<file path="src/rtl/vram_frontend_pkg.sv">
// constants and types shared by the video RAM access front end
`default_nettype none
package vram_frontend_pkg;
    // address field widths
    localparam int unsigned BANK_W       = 2;
    localparam int unsigned ROW_W        = 11;
    localparam int unsigned COL_W        = 11;
    // wait-state counter width and reset value of programmed wait count
    localparam int unsigned WAIT_CNT_W   = 4;
    localparam logic [3:0]  WAIT_CNT_RST = 4'h0;
    // row strobe precharge time in ns and derived cycle count (rounded up)
    localparam int unsigned CLK_PERIOD_NS = 25;
    localparam int unsigned PRECHARGE_NS  = 60;
    localparam int unsigned PRECHARGE_CYC =
        (PRECHARGE_NS + CLK_PERIOD_NS - 1) / CLK_PERIOD_NS;
    // refresh row strobe low time in ns and derived cycle count (rounded up)
    localparam int unsigned REFRESH_NS    = 100;
    localparam int unsigned REFRESH_CYC   =
        (REFRESH_NS + CLK_PERIOD_NS - 1) / CLK_PERIOD_NS;
    // access modes of the primary port strobe
    localparam logic        MODE_LATCH   = 1'b0;
    localparam logic        MODE_STROBE  = 1'b1;
    // array owner states
    typedef enum logic [2:0] {
        ST_IDLE,
        ST_PORT_A,
        ST_PORT_B,
        ST_REFRESH,
        ST_PRECHARGE
    } array_state_t;
endpackage
`default_nettype wire

</file>
<file path="src/rtl/vram_port_access_frontend.sv">
// access request front end: port strobes, arbitration and row strobe control
// What this block does
// - refresh disable low suppresses internal refreshes; external refresh needs it held low.
// - mode 0: latch enable with chip select sets an access-pending latch.
// - mode 0: pending access starts on the earliest available rising clock edge.
// - mode 1: address strobe with chip select asserts row strobe at once if idle.
// - mode 1: if busy, row strobe asserts on earliest rising edge after event.
// - falling strobe edge captures bank, row and column when latching is enabled.
// - negating the primary request with the strobe released negates row strobe and ends the access.
// - style bit low: wait output drives low while the processor must wait.
// - style bit high: output negated while waiting, asserted once access done.
// - wait or ack transition delayed by a programmed count of rising edges.
// - wait-extend input held during access adds rising edges before the flip.
// - port b request latches address when programmed, only if it starts at once on a free array, and posts a port b access.
// - port b row strobe asserts at once if free, else on earliest edge.
// - port b early ack asserts together with the port b row strobe.
// - external refresh with refresh disable negated clears the refresh row counter.
`default_nettype none
module vram_port_access_frontend
    import vram_frontend_pkg::*;
#(
    parameter int unsigned ROW_CNT_W = ROW_W
)
(
    // clock and reset
    input  wire logic                 clk_i,
    input  wire logic                 rst_i,
    // configuration
    input  wire logic                 access_mode_i,
    input  wire logic                 addr_latch_en_i,
    input  wire logic                 wait_style_select_bit_i,
    input  wire logic [WAIT_CNT_W-1:0] wait_count_i,
    // refresh control
    input  wire logic                 refresh_disable_n_i,
    input  wire logic                 ext_refresh_req_n_i,
    input  wire logic                 int_refresh_tick_i,
    // port a
    input  wire logic                 addr_strobe_n_i,
    input  wire logic                 chip_select_n_i,
    input  wire logic                 port_a_access_req_n_i,
    input  wire logic                 wait_extend_in_n_i,
    input  wire logic [BANK_W-1:0]    bank_addr_i,
    input  wire logic [ROW_W-1:0]     row_addr_i,
    input  wire logic [COL_W-1:0]     col_addr_i,
    // port b
    input  wire logic                 port_b_access_req_n_i,
    // outputs
    output logic                      access_ras_n_o,
    output logic                      refresh_ras_n_o,
    output logic                      transfer_ack_n_o,
    output logic                      port_b_early_ack_n_o,
    output logic [BANK_W-1:0]         bank_q_o,
    output logic [ROW_W-1:0]          row_q_o,
    output logic [COL_W-1:0]          col_q_o,
    output logic [ROW_CNT_W-1:0]      refresh_row_o
);
    array_state_t         state_reg;
    array_state_t         state_next;
    logic                 pend_a_reg;
    logic                 pend_ref_reg;
    logic                 strobe_d_reg;
    logic [3:0]           timer_reg;
    logic [BANK_W-1:0]    bank_reg;
    logic [ROW_W-1:0]     row_reg;
    logic [COL_W-1:0]     col_reg;
    logic [ROW_CNT_W-1:0] rrow_reg;

    wire strobe_on   = !addr_strobe_n_i && !chip_select_n_i;
    wire strobe_fall = !addr_strobe_n_i && strobe_d_reg && !chip_select_n_i;
    wire req_a       = !port_a_access_req_n_i;
    wire req_b       = !port_b_access_req_n_i;
    wire idle        = (state_reg == ST_IDLE);
    // refresh counter cleared instead of refreshing when disable negated
    wire ref_clear   = !ext_refresh_req_n_i && refresh_disable_n_i;
    // internal ticks only when enabled; external only when internal disabled
    wire ref_req     = (int_refresh_tick_i && refresh_disable_n_i) ||
                       (!ext_refresh_req_n_i && !refresh_disable_n_i);
    // mode 1 strobe asks for the array directly; mode 0 goes through the latch
    wire want_a      = (access_mode_i == MODE_STROBE) ?
                       (strobe_on || pend_a_reg) : (pend_a_reg && req_a);
    wire serve_ref   = pend_ref_reg || ref_req;
    // combinational fast start: row strobe asserts in the same cycle when free
    wire fast_a      = idle && !serve_ref && (access_mode_i == MODE_STROBE)
                       && strobe_on;
    wire fast_b      = idle && !serve_ref && !want_a && req_b;
    wire addr_take   = addr_latch_en_i && (strobe_fall || (fast_b && !strobe_fall));
    // a pending flag clears when its owner is granted; a mode 1 strobe that is
    // served on its own edge never pends, else the array would be taken twice
    wire a_start      = (state_reg != ST_PORT_A) && (state_next == ST_PORT_A);
    wire ref_start    = (state_reg != ST_REFRESH) && (state_next == ST_REFRESH);
    wire pend_a_set   = strobe_fall && !(a_start && !pend_a_reg);
    wire pend_ref_set = ref_req && !(ref_start && !pend_ref_reg);

    // arbitration: refresh first, then port a, then port b; one owner at a time
    always_comb
    begin
        state_next = state_reg;
        case (state_reg)
            ST_IDLE:
            begin
                if (serve_ref)
                    state_next = ST_REFRESH;
                else if (want_a)
                    state_next = ST_PORT_A;
                else if (req_b)
                    state_next = ST_PORT_B;
            end
            ST_PORT_A:
                if (!req_a && !strobe_on)
                    state_next = ST_PRECHARGE;
            ST_PORT_B:
                if (!req_b)
                    state_next = ST_PRECHARGE;
            ST_REFRESH:
                if (timer_reg == 4'(REFRESH_CYC - 1))
                    state_next = ST_PRECHARGE;
            ST_PRECHARGE:
                if (timer_reg == 4'(PRECHARGE_CYC - 1))
                    state_next = ST_IDLE;
            default:
                state_next = ST_IDLE;
        endcase
    end

    // state, pending latches and phase timer
    always_ff @(posedge clk_i or posedge rst_i)
    begin
        if (rst_i)
        begin
            state_reg    <= ST_IDLE;
            pend_a_reg   <= 1'b0;
            pend_ref_reg <= 1'b0;
            strobe_d_reg <= 1'b1;
            timer_reg    <= 4'h0;
        end
        else
        begin
            state_reg    <= state_next;
            strobe_d_reg <= addr_strobe_n_i;
            timer_reg    <= (state_next != state_reg) ? 4'h0 : timer_reg + 4'h1;
            // set beats clear: a new request in the granting cycle stays pending
            pend_a_reg   <= pend_a_set || (pend_a_reg && !a_start);
            pend_ref_reg <= pend_ref_set || (pend_ref_reg && !ref_start);
        end
    end

    // address capture on falling strobe or on a port b request that starts at once on a free array
    always_ff @(posedge clk_i or posedge rst_i)
    begin
        if (rst_i)
        begin
            bank_reg <= '0;
            row_reg  <= '0;
            col_reg  <= '0;
        end
        else if (addr_take)
        begin
            bank_reg <= bank_addr_i;
            row_reg  <= row_addr_i;
            col_reg  <= col_addr_i;
        end
    end

    // refresh row counter: advance per refresh, clear on external request while refresh enabled
    always_ff @(posedge clk_i or posedge rst_i)
    begin
        if (rst_i)
            rrow_reg <= '0;
        else if (ref_clear)
            rrow_reg <= '0;
        else if (state_reg == ST_REFRESH && state_next == ST_PRECHARGE)
            rrow_reg <= rrow_reg + 1'b1;
    end

    // strobe outputs; the fast paths are combinational so the start is immediate
    assign access_ras_n_o       = !((state_reg == ST_PORT_A) || (state_reg == ST_PORT_B)
                                    || fast_a || fast_b);
    assign refresh_ras_n_o      = !(state_reg == ST_REFRESH);
    assign port_b_early_ack_n_o = !((state_reg == ST_PORT_B) || fast_b);
    assign bank_q_o             = bank_reg;
    assign row_q_o              = row_reg;
    assign col_q_o              = col_reg;
    assign refresh_row_o        = rrow_reg;

    // wait or acknowledge for port a accesses only
    wait_state_gen #(
        .CNT_W (WAIT_CNT_W)
    ) u_wait (
        .clk_i                   (clk_i),
        .rst_i                   (rst_i),
        .access_active_i         (state_reg == ST_PORT_A),
        .wait_count_i            (wait_count_i),
        .wait_style_select_bit_i (wait_style_select_bit_i),
        .wait_extend_in_n_i      (wait_extend_in_n_i),
        .transfer_ack_n_o        (transfer_ack_n_o)
    );

    property p_one_owner;
        @(posedge clk_i) disable iff (rst_i)
        !(!refresh_ras_n_o && !access_ras_n_o);
    endproperty
    a_one_owner: assert property (p_one_owner)
        else $error("refresh and access strobes asserted together");

    property p_req_drop_ends;
        @(posedge clk_i) disable iff (rst_i)
        state_reg == ST_PORT_A && !req_a && !strobe_on |=> access_ras_n_o [*2];
    endproperty
    a_req_drop_ends: assert property (p_req_drop_ends)
        else $error("row strobe held after request negated");

    property p_early_ack;
        @(posedge clk_i) disable iff (rst_i)
        state_reg == ST_PORT_B |-> !port_b_early_ack_n_o && !access_ras_n_o;
    endproperty
    a_early_ack: assert property (p_early_ack)
        else $error("port b early ack not with row strobe");

    property p_mode1_fast;
        @(posedge clk_i) disable iff (rst_i)
        access_mode_i && idle && strobe_on && !serve_ref |-> !access_ras_n_o;
    endproperty
    a_mode1_fast: assert property (p_mode1_fast)
        else $error("mode 1 strobe did not start access at once");

    property p_mode0_start;
        @(posedge clk_i) disable iff (rst_i)
        !access_mode_i && idle && pend_a_reg && req_a && !serve_ref
            |=> state_reg == ST_PORT_A;
    endproperty
    a_mode0_start: assert property (p_mode0_start)
        else $error("mode 0 pending access not started");

    property p_ref_clear;
        @(posedge clk_i) disable iff (rst_i)
        ref_clear |=> rrow_reg == '0;
    endproperty
    a_ref_clear: assert property (p_ref_clear)
        else $error("refresh row counter not cleared");

    property p_no_refresh_disabled;
        @(posedge clk_i) disable iff (rst_i)
        !refresh_disable_n_i && ext_refresh_req_n_i && !pend_ref_reg && idle
            |=> state_reg != ST_REFRESH;
    endproperty
    a_no_refresh_disabled: assert property (p_no_refresh_disabled)
        else $error("internal refresh while disabled");

    property p_cs_ignored;
        @(posedge clk_i) disable iff (rst_i)
        chip_select_n_i && !pend_a_reg && !req_b && idle && !serve_ref
            |=> state_reg != ST_PORT_A;
    endproperty
    a_cs_ignored: assert property (p_cs_ignored)
        else $error("access started without chip select");
endmodule // vram_port_access_frontend
`default_nettype wire

</file>
<file path="src/rtl/wait_state_gen.sv">
// wait or acknowledge output generator with programmed delay and extension
`default_nettype none
module wait_state_gen
    import vram_frontend_pkg::*;
#(
    parameter int unsigned CNT_W = WAIT_CNT_W
)
(
    // clock and reset
    input  wire logic             clk_i,
    input  wire logic             rst_i,
    // control
    input  wire logic             access_active_i,
    input  wire logic [CNT_W-1:0] wait_count_i,
    input  wire logic             wait_style_select_bit_i,
    input  wire logic             wait_extend_in_n_i,
    // output
    output logic                  transfer_ack_n_o
);
    logic [CNT_W-1:0] count_reg;
    logic [CNT_W-1:0] count_next;
    logic             done_reg;
    logic             done_next;
    wire              hold_off;
    wire              reached;

    // extension input freezes the counter, adding clock edges before the flip
    assign hold_off   = ~wait_extend_in_n_i;
    assign reached    = (count_reg >= wait_count_i) && !hold_off;
    assign count_next = !access_active_i ? '0 :
                        ((reached || hold_off) ? count_reg : count_reg + 1'b1);
    assign done_next  = access_active_i && (done_reg || reached);

    // counter of rising edges since access_active_i asserted, one edge after a fast mode 1 row strobe
    always_ff @(posedge clk_i or posedge rst_i)
    begin
        if (rst_i)
        begin
            count_reg <= '0;
            done_reg  <= 1'b0;
        end
        else
        begin
            count_reg <= count_next;
            done_reg  <= done_next;
        end
    end

    // wait style is low while waiting; ack style is low once access is done
    assign transfer_ack_n_o = wait_style_select_bit_i ?
                              ~done_reg :
                              ~(access_active_i && !done_reg);

    // ack style with a count of 2: ack stays negated for three edges from the access start
    property p_ack_not_early;
        @(posedge clk_i) disable iff (rst_i)
        $rose(access_active_i) && wait_style_select_bit_i && wait_count_i == 4'h2
            |-> transfer_ack_n_o [*3];
    endproperty
    a_ack_not_early: assert property (p_ack_not_early)
        else $error("ack asserted before programmed wait count");

    property p_extend_holds;
        @(posedge clk_i) disable iff (rst_i)
        access_active_i && !done_reg && !wait_extend_in_n_i |=> !done_reg;
    endproperty
    a_extend_holds: assert property (p_extend_holds)
        else $error("wait released while extension held");

    property p_wait_style_low;
        @(posedge clk_i) disable iff (rst_i)
        !wait_style_select_bit_i && access_active_i && !done_reg |-> !transfer_ack_n_o;
    endproperty
    a_wait_style_low: assert property (p_wait_style_low)
        else $error("wait output not low while waiting");

    property p_ack_after_done;
        @(posedge clk_i) disable iff (rst_i)
        wait_style_select_bit_i && done_reg |-> !transfer_ack_n_o;
    endproperty
    a_ack_after_done: assert property (p_ack_after_done)
        else $error("ack not asserted after access done");
endmodule // wait_state_gen
`default_nettype wire

</file>
<file path="config.mk">
export PLATFORM = sky130hd
export DESIGN_NAME = vram_port_access_frontend
export DESIGN_NICKNAME = d
export VERILOG_FILES = /design/src/rtl/vram_frontend_pkg.sv /design/src/rtl/vram_port_access_frontend.sv /design/src/rtl/wait_state_gen.sv
export SDC_FILE = /design/constraint.sdc
export NUM_CORES = 1
export LEC_CHECK = 0
export BUFFER_PORTS_ARGS = -buffer_cell sky130_fd_sc_hd__buf_4
export CAP_MARGIN = 20
export CORE_MARGIN = 4
export CORE_UTILIZATION = 48
export CTS_BUF_LIST = sky130_fd_sc_hd__clkbuf_4 sky130_fd_sc_hd__clkbuf_8
export CTS_CLUSTER_SIZE = 12
export DETAILED_ROUTE_END_ITERATION = 6
export PLACE_DENSITY_LB_ADDON = 0.2
export SKIP_CTS_REPAIR_TIMING = 1
export SYNTH_ARGS = -nofsm -noshare
export SYNTH_HDL_FRONTEND = slang
export SYNTH_SLANG_ARGS = --single-unit
</file>
<file path="constraint.sdc">
create_clock -name clk_i -period 1.9 [get_ports clk_i]
set_input_delay 0 -clock clk_i [delete_from_list [all_inputs] [get_ports clk_i]]
set_output_delay 0 -clock clk_i [all_outputs]
set_load 0.01 [all_outputs]
</file>
==> results.py, run 1 <==
metrics = {
    "run_status": {
        "status": "finished, final reports clean",
    },
    "cts": {
        "clock_sinks": 50,
        "clock_latency_ns": 0.31,
        "cts_tree": "done",
        "numCtsBuffers": 5,
        "cts_htree_levels": 2,
        "clkTransAtPathRegs_ns": 0.09,
        "root_buffer": "clkbuf_8",
        "clock_path_buffers": 2,
    },
    "detailed_routing": {
        "drt-pass1-iter-count": 4,
        "vias": 2137,
        "drtIter0Drc": 59,
        "wl_per_cell_um": 15.2,
        "final_antenna_net_count": 0,
        "vias_per_cell": 5.04,
        "drt-total-wl_um": 6430,
        "drc": 0,
    },
    "setup_path": {
        "critPathLaunch": "state_reg[2]",
        "reg2reg_from": "u_wait.count_reg[3]",
        "crit_path_end_kind": "output pin",
        "crit_buf_inv": 3,
        "cp_slowest_stage_delay_ns": 0.48,
        "r2r-end": "u_wait.count_reg[3]",
        "cpMostUsedCell": "buf_4",
        "rrSetupSlack_ns": 0.05,
        "crit_family": "simple AND/OR/NAND/NOR gates",
        "worstSetupEndpoint": "transfer_ack_n_o",
        "crit_slowest_cell": "or3b_2",
        "crit_path_max_fanout": 10,
        "cp_cell_sequence": "buf_4, or3b_2, buf_4, nor3_2, a21oi_1, buf_4",
        "worstPathArrival_ns": 1.87,
        "reg2reg_depth": 6,
        "start_kind": "flop",
        "worstPathRequired_ns": 1.90,
        "cp.depth": 6,
        "path_class": "reg -> out",
    },
    "floorplan": {
        "start_util_pct": 49.9,
        "fp.dieH_um": 81.3,
        "num_io_pins": 80,
        "core_area_mm2": 0.00517,
        "die-area_mm2": 0.00661,
        "placementRows": 26,
        "chipWidth_um": 81.3,
    },
    "cells_and_area": {
        "final_util_pct": 73.8,
        "area_delta_synth_final_pct": 47.9,
        "drive_above_1_share_pct": 42.8,
        "nets": 401,
    },
    "power_and_ir_drop": {
        "pwr-share-seq_pct": 37.9,
        "p_int_uw": 2610,
        "peakVddDrop_v": 0.000691,
        "power_density_mw_per_mm2": 1020,
        "sw_frac_of_total_pct": 33.1,
        "p_leak_uw": 0.00190,
        "clkPwrFrac_pct": 19.6,
        "combPwrFrac_pct": 42.5,
        "power.net_switching_uw": 1290,
    },
    "timing": {
        "setup_viol": 0,
        "holdWs_ns": 0.0277,
        "finalHoldViolCount": 0,
        "fin_setup_tns_ns": 0,
        "fmax_mhz": 535,
        "slew_violations": 0,
        "fin_skew_ns": 0.00905,
        "rsz0062_at_grt": "yes",
        "relSlewSlack_pct": 67.5,
        "fin_crit_sh_pct": 98.3,
        "worstMarginPinSlew_ns": 0.482,
        "finalCriticalPeriod_ns": 1.87,
    },
    "synthesis": {
        "synth_cell_type_count": 47,
        "synth_edf_count": 0,
        "synth-seq-cells": 50,
        "synth_area_leaders": "dfrtp_1 48%, mux2_4 12%, nor2_1 4.1%, ha_1 3.9%, xor2_1 3.1%",
        "synth-async-reset-ratio_pct": 100,
        "ys.flop_type": "dfrtp_1",
        "synth.avg_cell_area_um2": 11.3,
        "yosysTopAreaCellShare_pct": 47.5,
        "syn_inst": 228,
        "syn_nets": 277,
        "synth_seq_area_share_pct": 48.6,
        "synth_area_leader_cell": "dfrtp_1",
        "yosysWarnings": 0,
        "netlist_area_mm2": 0.00258,
    },
    "global_routing": {
        "grt_pass1_wl_um": 8970,
        "grt_use_total_pct": 17.6,
        "grt_pass1_vias": 1995,
        "antenna_found_initial": 0,
        "grt_start_max_net_pins": 51,
        "grt-ovfl-total": 0,
    },
    "placement": {
        "portBuffers": 79,
        "dpl.hpwl_um": 4220,
        "place.gp.congestion": 0.885,
    },
    "hold_path": {
        "min_path_type": "in -> reg",
    },
    "run": {
        "drv_cap": 0,
    },
}
[cell families after synthesis]
group,count (synthesis),synth area share (%)
flip-flops,50,48.6
buffers and inverters,18,3.25
multiplexers,24,13.4
adder cells (fa/ha/maj),8,3.88
XOR/XNOR,13,4.42
AND/OR/NAND/NOR,75,16.0
AO/OA/AOI/OAI,40,10.5
[layer usage]
layer / track usage, % / part of all wire, %
met1: 21.4 / 39
met2: 30.0 / 56
met3: 4.21 / 3.3
met4: 7.09 / 1.2
met5: 0 / 0
[worst reg2reg max path: stages, from the launching register on]
cell	delay (ns)
dfrtp_1	0.41
ha_1	0.22
or4b_4	0.50
a21oi_4	0.15
nor2_2	0.05
or3_1	0.32
a21oi_2	0.13
[power groups by stage]
stage | registers, uW | logic, uW | clock network, uW
after floorplan | 1540 | 830 | 0
after global placement | 1470 | 1510 | 0
after detailed placement | 1490 | 1540 | 0
after CTS | 1480 | 1540 | 784
after global routing | 1500 | 1810 | 828
final | 1480 | 1660 | 765
[worst min-delay path by stage]
stage	startpoint	end	slack (ns)	cells past startpoint
4_1_cts	rst_i	row_q_o[7]	-0.27	3
3_5_place_dp	rst_i	col_q_o[0]	0.07	3
3_3_place_gp	rst_i	row_q_o[7]	0.07	3
5_1_grt	int_refresh_tick_i	pend_ref_reg	0.04	4
2_1_floorplan	addr_strobe_n_i	strobe_d_reg	0.004	0
6_report	int_refresh_tick_i	pend_ref_reg	0.03	4
[metrics by stage]
step	cell area, um^2	power, uW	cells	worst slack (ns)
CTS	3470	3800	394	-0.0516
global route	3810	4140	423	-0.0361
floorplan	2580	2370	228	0.0150
global placement	3360	2990	386	0.0210
detailed placement	3360	3030	386	-0.0260
finish	3810	3900	424	0.0318
[layout by cell type, fill, tap and decap left out, types with 2 or more instances in the layout]
master	count
ha_1	6
dfrtp_1	49
nand3_1	6
nor3_1	3
xnor2_1	4
xor2_1	9
clkbuf_8	5
dlygate4sd3_1	27
o31ai_1	2
nand2b_1	2
o311ai_0	2
mux2_4	20
a21oi_1	9
mux2_2	4
inv_2	2
inv_1	9
nor3b_2	2
ha_2	2
buf_12	2
a211oi_1	2
a21oi_2	2
o21ai_0	9
nand2_1	12
and3_1	4
buf_4	95
and3b_1	2
nand4_1	4
nor2_1	27
or3_1	2
[area by class of cell]
type	instances	area, um^2
fill	354	1360
multi-input combinational	160	1290
sequential	50	1250
timing repair buffer	124	1020
tap	70	87.6
clock buffer	5	68.8
clock inverter	3	43.8
inverter	11	41.3
antenna	1	2.50
[synthesized netlist by cell type, types with 2 or more instances]
master    instances
o311ai_0          3
and3b_1           2
nand3_1           6
nor3_1            4
nand2b_1          2
nor2_1           28
mux2_2            4
o31ai_1           2
or3_1             2
ha_1              8
mux2_4           20
nand2_1          12
and3_1            4
clkbuf_1          4
xnor2_1           4
o21ai_0          10
nand4_1           4
buf_6             2
inv_1            10
nor3b_1           2
a211oi_1          2
dfrtp_1          49
xor2_1            9
a21oi_1          12
No activity file was read; power rests on OpenSTA's default activity.
==> run 2: changes to the inputs <==
- ABC_AREA: default -> 1
- GPL_TIMING_DRIVEN: default -> 0
==> run 2 against run 1 <==
Sequential power about the same; clock skew about the same; first-iteration DRC count up 100%; critical path type is now in -> out; critical endpoint is now access_ras_n_o.
==> results.py, run 2 <==
metrics = {
    "timing": {
        "worstMarginPinSlew_ns": 0.459,
        "fin_skew_ns": 0.00872,
        "finalHoldViolCount": 0,
        "slew_violations": 0,
        "fmax_mhz": 613,
        "setup_viol": 0,
        "fin_setup_tns_ns": 0,
        "holdWs_ns": 0.0296,
        "finalCriticalPeriod_ns": 1.63,
        "relSlewSlack_pct": 69.4,
        "rsz0062_at_grt": "no",
        "fin_crit_sh_pct": 85.9,
    },
    "cells_and_area": {
        "drive_above_1_share_pct": 27.3,
        "seq_area_mm2": 0.00125,
        "final_common_cell": "nand2_1",
        "final_util_pct": 70.3,
        "area_delta_synth_final_pct": 41.6,
        "num_antenna_cells": 0,
        "nets": 469,
        "multiInputGateArea_mm2": 0.00110,
        "final_cell_mix": "81 x nand2_1, 80 x buf_4, 49 x dfrtp_1",
        "num-fill-cells": 409,
    },
    "cts": {
        "cts_tree": "done",
        "cts_htree_levels": 2,
        "clock_path_buffers": 2,
        "root_buffer": "clkbuf_8",
        "clock_sinks": 50,
        "numCtsBuffers": 5,
        "clock_latency_ns": 0.31,
        "clkTransAtPathRegs_ns": 0.10,
    },
    "setup_path": {
        "crit_slowest_cell": "dlygate4sd3_1",
        "crit_path_max_fanout": 4,
        "cp_slowest_stage_delay_ns": 0.54,
        "worstPathRequired_ns": 1.90,
        "crit_path_end_kind": "output pin",
        "path_class": "in -> out",
        "cp_cell_sequence": "dlygate4sd3_1, buf_4, nor2_2, nand2_1, nand2_1, nor2_4, nand3_2, nand2_1, nor3_1, buf_4",
        "start_kind": "primary input",
        "worstPathArrival_ns": 1.63,
        "cpMostUsedCell": "nand2_1",
    },
    "synthesis": {
        "synth_seq_area_share_pct": 49.1,
        "yosysMostFrequentCell": "nand2_1",
        "yosysTopAreaCellShare_pct": 48.1,
        "ys.flop_type": "dfrtp_1",
        "synthMuxAreaShare_pct": 0,
        "synth_edf_count": 0,
        "syn_nets": 356,
        "synth_xor_area_share_pct": 1.37,
        "synth-seq-cells": 50,
        "synth_compound_area_share_pct": 6.04,
        "synthAdderAreaFrac_pct": 3.93,
        "synth-simple-area-share_pct": 32.0,
        "yosysWarnings": 0,
        "synth_area_leaders": "dfrtp_1 48%, nand2_1 12%, nand3_1 9.0%, inv_1 4.3%, ha_1 3.9%",
        "syn_inst": 307,
        "netlist_area_mm2": 0.00255,
        "synth-async-reset-ratio_pct": 100,
        "synth.avg_cell_area_um2": 8.31,
        "synth_common_cells": "81 x nand2_1, 49 x dfrtp_1, 46 x nand3_1, 29 x inv_1, 18 x nor2_1",
        "synth_area_leader_cell": "dfrtp_1",
        "synth_cell_type_count": 30,
        "synth_top_family_by_area": "simple AND/OR/NAND/NOR gates",
    },
    "detailed_routing": {
        "vias_per_cell": 4.98,
        "vias": 2443,
        "drt-pass1-iter-count": 4,
        "final_antenna_net_count": 0,
        "drc": 0,
        "drtIter0Drc": 120,
        "wl_per_cell_um": 13.0,
        "drt-total-wl_um": 6380,
    },
    "global_routing": {
        "antenna_found_initial": 0,
        "grt_use_total_pct": 19.4,
        "grt-ovfl-total": 0,
        "grt_pass1_wl_um": 10000,
        "grt_start_max_net_pins": 35,
        "grt_pass1_vias": 2272,
    },
    "power_and_ir_drop": {
        "p_int_uw": 2170,
        "clkPwrFrac_pct": 19.1,
        "combPwrFrac_pct": 39.2,
        "peakVddDrop_v": 0.000668,
        "sw_frac_of_total_pct": 38.0,
        "p_leak_uw": 0.00190,
        "power_density_mw_per_mm2": 970,
        "power_uw": 3500,
        "pwr-share-seq_pct": 41.7,
        "power.net_switching_uw": 1330,
    },
    "floorplan": {
        "placementRows": 26,
        "chipWidth_um": 80.9,
        "start_util_pct": 49.6,
        "die-area_mm2": 0.00654,
        "core_area_mm2": 0.00514,
        "fp.dieH_um": 80.9,
        "num_io_pins": 80,
    },
    "placement": {
        "portBuffers": 78,
        "place.gp.congestion": 0.895,
        "dpl.hpwl_um": 4560,
    },
    "run": {
        "drv_cap": 0,
    },
    "hold_path": {
        "min_path_type": "in -> reg",
    },
    "run_status": {
        "status": "finished, final reports clean",
    },
}
==> run 2: changes by cell type in the layout (fill, tap and decap cells not counted), moves of 5 or more <==
cell	change
buf_4	-15
inv_1	+19
inv_2	+5
mux2_4	-20
nand2_1	+69
nand3_1	+40
nor2_1	-9
nor3_1	+8
xor2_1	-8
==> run 2: worst max-delay path, delay by kind of cell <==
| kind | cells | cell delay [ns] |
|---|---|---|
| buffers and inverters | 3 | 0.85 |
| and+or+nand+nor | 7 | 0.79 |
==> run 2: power groups by stage <==
stage | Combinational [uW] | Sequential (uW) | Clock (uW)
2_1_floorplan | 697 | 1520 | 0
3_3_place_gp | 1280 | 1460 | 0
3_5_place_dp | 1340 | 1470 | 0
4_1_cts | 1330 | 1460 | 680
5_1_grt | 1530 | 1490 | 725
6_report | 1370 | 1460 | 668
==> run 2: layout make-up <==
cell class / instances / share of cell area (%)
buffer: 8 / 1.70
inverter: 35 / 3.64
clock buffer: 5 / 1.91
multi-input combinational: 214 / 30.6
sequential: 50 / 34.7
tap: 70 / 2.43
timing repair buffer: 106 / 24.3
clock inverter: 3 / 0.797
==> run 2: kinds of logic (layout without fill, tap and decap cells) <==
logic type / after synthesis / after routing
flip-flops: 50 / 50
buffers and inverters: 43 / 157
AO/OA/AOI/OAI: 28 / 28
XOR/XNOR: 4 / 4
AND/OR/NAND/NOR: 174 / 174
adder cells (fa/ha/maj): 8 / 8
==> run 2: routing by layer <==
metal | share of wire (%) | track usage [%] | up-vias | wire, um
met2 | 49 | 33.1 | 76 | 3120
met1 | 43 | 23.8 | 1141 | 2720
met5 | 0 | 0 | - | 0
met3 | 7.5 | 6.21 | 7 | 481
met4 | 0.93 | 4.56 | 0 | 59
li1 | - | - | 1219 | -
==> run 2: stage by stage <==
| stage | cell area [um^2] | std cells | worst slack [ns] |
|---|---|---|---|
| 5_1_grt | 3610 | 491 | 0.0945 |
| 2_1_floorplan | 2550 | 307 | 0.496 |
| 6_report | 3610 | 491 | 0.268 |
| 4_1_cts | 3340 | 464 | 0.276 |
| 3_5_place_dp | 3240 | 456 | 0.300 |
| 3_3_place_gp | 3220 | 455 | 0.0396 |
==> run 2: path summary, 6_finish.rpt <==
path | start | endpoint | slack (ns) | cells past startpoint
min in group asynchronous | rst_i | refresh_row_o[10] | 0.23 | 3
worst min register to register | col_q_o[3] | col_q_o[3] | 0.48 | 2
worst max-delay path | addr_strobe_n_i | access_ras_n_o | 0.27 | 10
max in group asynchronous | rst_i | u_wait.count_reg[2] | 1.16 | 4
worst min-delay path | addr_latch_en_i | row_q_o[7] | 0.03 | 3
worst max register to register | u_wait.count_reg[1] | u_wait.count_reg[0] | 0.31 | 8
==> run 3: changes to the inputs <==
- CORE_ASPECT_RATIO: default -> 1.2
==> run 3 against run 2 <==
Power is 1.6% lower; global-route usage decreased by 1.5 points; clock power fell by 5.5%; non-clock buffer count did not move; combinational power barely moved; core utilization increased by 0.93 points; largest cell class unchanged; highest routed layer unchanged.
==> results.py, run 3 (same netlist as run 2, synthesis figures left out) <==
metrics = {
    "run_status": {
        "status": "finished, final reports clean",
    },
    "power_and_ir_drop": {
        "power_density_mw_per_mm2": 960,
        "p_leak_uw": 0.00189,
        "power_uw": 3450,
        "p_int_uw": 2170,
        "combPwrFrac_pct": 39.6,
        "clkPwrFrac_pct": 18.3,
        "power.net_switching_uw": 1270,
        "peakVddDrop_v": 0.000702,
        "sw_frac_of_total_pct": 37.0,
        "pwr-share-seq_pct": 42.1,
    },
    "timing": {
        "rsz0062_at_grt": "no",
        "finalHoldViolCount": 0,
        "fin_skew_ns": 0.0106,
        "relSlewSlack_pct": 70.7,
        "fmax_mhz": 631,
        "slew_violations": 0,
        "fin_crit_sh_pct": 83.4,
        "setup_ws_ns": 0.315,
        "finalCriticalPeriod_ns": 1.59,
        "fin_setup_tns_ns": 0,
        "worstMarginPinSlew_ns": 0.440,
        "setup_viol": 0,
    },
    "global_routing": {
        "antenna_found_initial": 0,
        "grt-ovfl-total": 0,
        "grt_pass1_vias": 2146,
        "grt_start_max_net_pins": 42,
        "grt_use_total_pct": 17.9,
        "grt_pass1_wl_um": 9300,
    },
    "floorplan": {
        "num_io_pins": 80,
        "fp.dieH_um": 87.8,
        "core_area_mm2": 0.00504,
        "placementRows": 28,
        "start_util_pct": 50.5,
        "chipWidth_um": 74.5,
        "die-area_mm2": 0.00655,
    },
    "detailed_routing": {
        "drtIter0Drc": 75,
        "drt-total-wl_um": 6170,
        "vias": 2431,
        "wl_per_cell_um": 12.8,
        "drt-pass1-iter-count": 4,
        "drc": 0,
        "final_antenna_net_count": 0,
        "vias_per_cell": 5.05,
    },
    "cells_and_area": {
        "final_common_cell": "nand2_1",
        "num_antenna_cells": 0,
        "area_delta_synth_final_pct": 40.8,
        "drive_above_1_share_pct": 27.3,
        "num-fill-cells": 395,
        "post_layout_nonfiller_instances": 481,
        "nets": 469,
        "final_cell_mix": "81 x nand2_1, 80 x buf_4, 49 x dfrtp_1",
    },
    "cts": {
        "cts_htree_levels": 2,
        "clock_sinks": 50,
        "cts_tree": "done",
        "clkTransAtPathRegs_ns": 0.10,
        "root_buffer": "clkbuf_8",
        "numCtsBuffers": 5,
        "clock_path_buffers": 2,
        "clock_latency_ns": 0.30,
    },
    "setup_path": {
        "worstPathArrival_ns": 1.82,
        "worstPathRequired_ns": 2.13,
        "crit_slowest_cell": "dfrtp_1",
        "cp_cell_sequence": "ha_1, a21oi_1, nand4_1, o21ai_0, nand2_1, nor2_1",
        "crit_path_max_fanout": 6,
        "start_kind": "flop",
        "cp_slowest_stage_delay_ns": 0.39,
        "path_class": "reg -> reg",
        "crit_path_end_kind": "flop",
        "reg2reg_from": "u_wait.count_reg[3]",
        "critPathLaunch": "u_wait.count_reg[3]",
    },
    "placement": {
        "dpl.hpwl_um": 4340,
        "portBuffers": 78,
        "pre_cts_ws_ns": 0.325,
        "dp_cells": 446,
        "place.gp.congestion": 0.875,
    },
    "hold_path": {
        "min_path_type": "in -> reg",
        "holdCritStartpoint": "ext_refresh_req_n_i",
    },
    "run": {
        "drv_cap": 0,
    },
}
-- run 3: cell count changes in the layout (fill, tap and decap cells not counted) --
cell      previous run  this run
clkbuf_4             0         1
inv_8                1         0
clkinv_2             0         1
inv_6                1         0
-- run 3: final cells by class --
class / count / area [um^2] / area share (%)
plain buffers: 8 / 61.3 / 1.71
multi-input cells: 214 / 1100 / 30.8
clock inverters: 2 / 13.8 / 0.383
inverters: 35 / 131 / 3.66
repair buffers: 106 / 876 / 24.4
flip-flops and latches: 50 / 1250 / 34.9
well taps: 60 / 75.1 / 2.09
clock buffers: 6 / 76.3 / 2.13
-- run 3: per-layer routing --
| metal | vias up | global-route usage [%] | share of wire, % |
|---|---|---|---|
| li1 | 1217 | - | - |
| met1 | 1139 | 21.5 | 39 |
| met2 | 64 | 30.9 | 52 |
| met3 | 11 | 5.40 | 6.8 |
| met4 | 0 | 4.85 | 1.6 |
| met5 | - | 0 | 0 |
-- run 3: worst paths after layout --
| check | slack [ns] | endpoint | cells past startpoint |
|---|---|---|---|
| setup / recovery | 0.31 | u_wait.count_reg[3] | 6 |
| hold / removal | 0.02 | refresh_row_o[10] | 3 |
| setup reg to reg | 0.31 | u_wait.count_reg[3] | 6 |
| hold reg to reg | 0.48 | col_q_o[0] | 2 |
| max in group asynchronous | 1.13 | strobe_d_reg | 4 |
| min in group asynchronous | 0.20 | row_q_o[0] | 3 |
-- run 3: metrics by stage --
stage	instance area, um^2	util [%]	hold slack (ns)
2_1_floorplan	2550	-	0.00448
3_3_place_gp	3210	63.6	0.133
3_5_place_dp	3230	64.0	-0.0416
4_1_cts	3320	65.8	-0.374
5_1_grt	3590	71.2	0.0356
6_report	3590	71.2	0.0186
-- run 3: critical path, delay by kind of cell, from the launching register on --
family,cells,cell delay [ns]
simple gates,3,0.40
flops,1,0.39
fa+ha+maj,1,0.31
compound gates,2,0.43
-- run 3: power groups by stage --
stage	Clock, uW	Combinational (uW)	Sequential (uW)
floorplan	0	697	1520
global placement	0	1290	1460
detailed placement	0	1320	1460
CTS	637	1330	1450
global route	669	1520	1480
finish	631	1360	1450
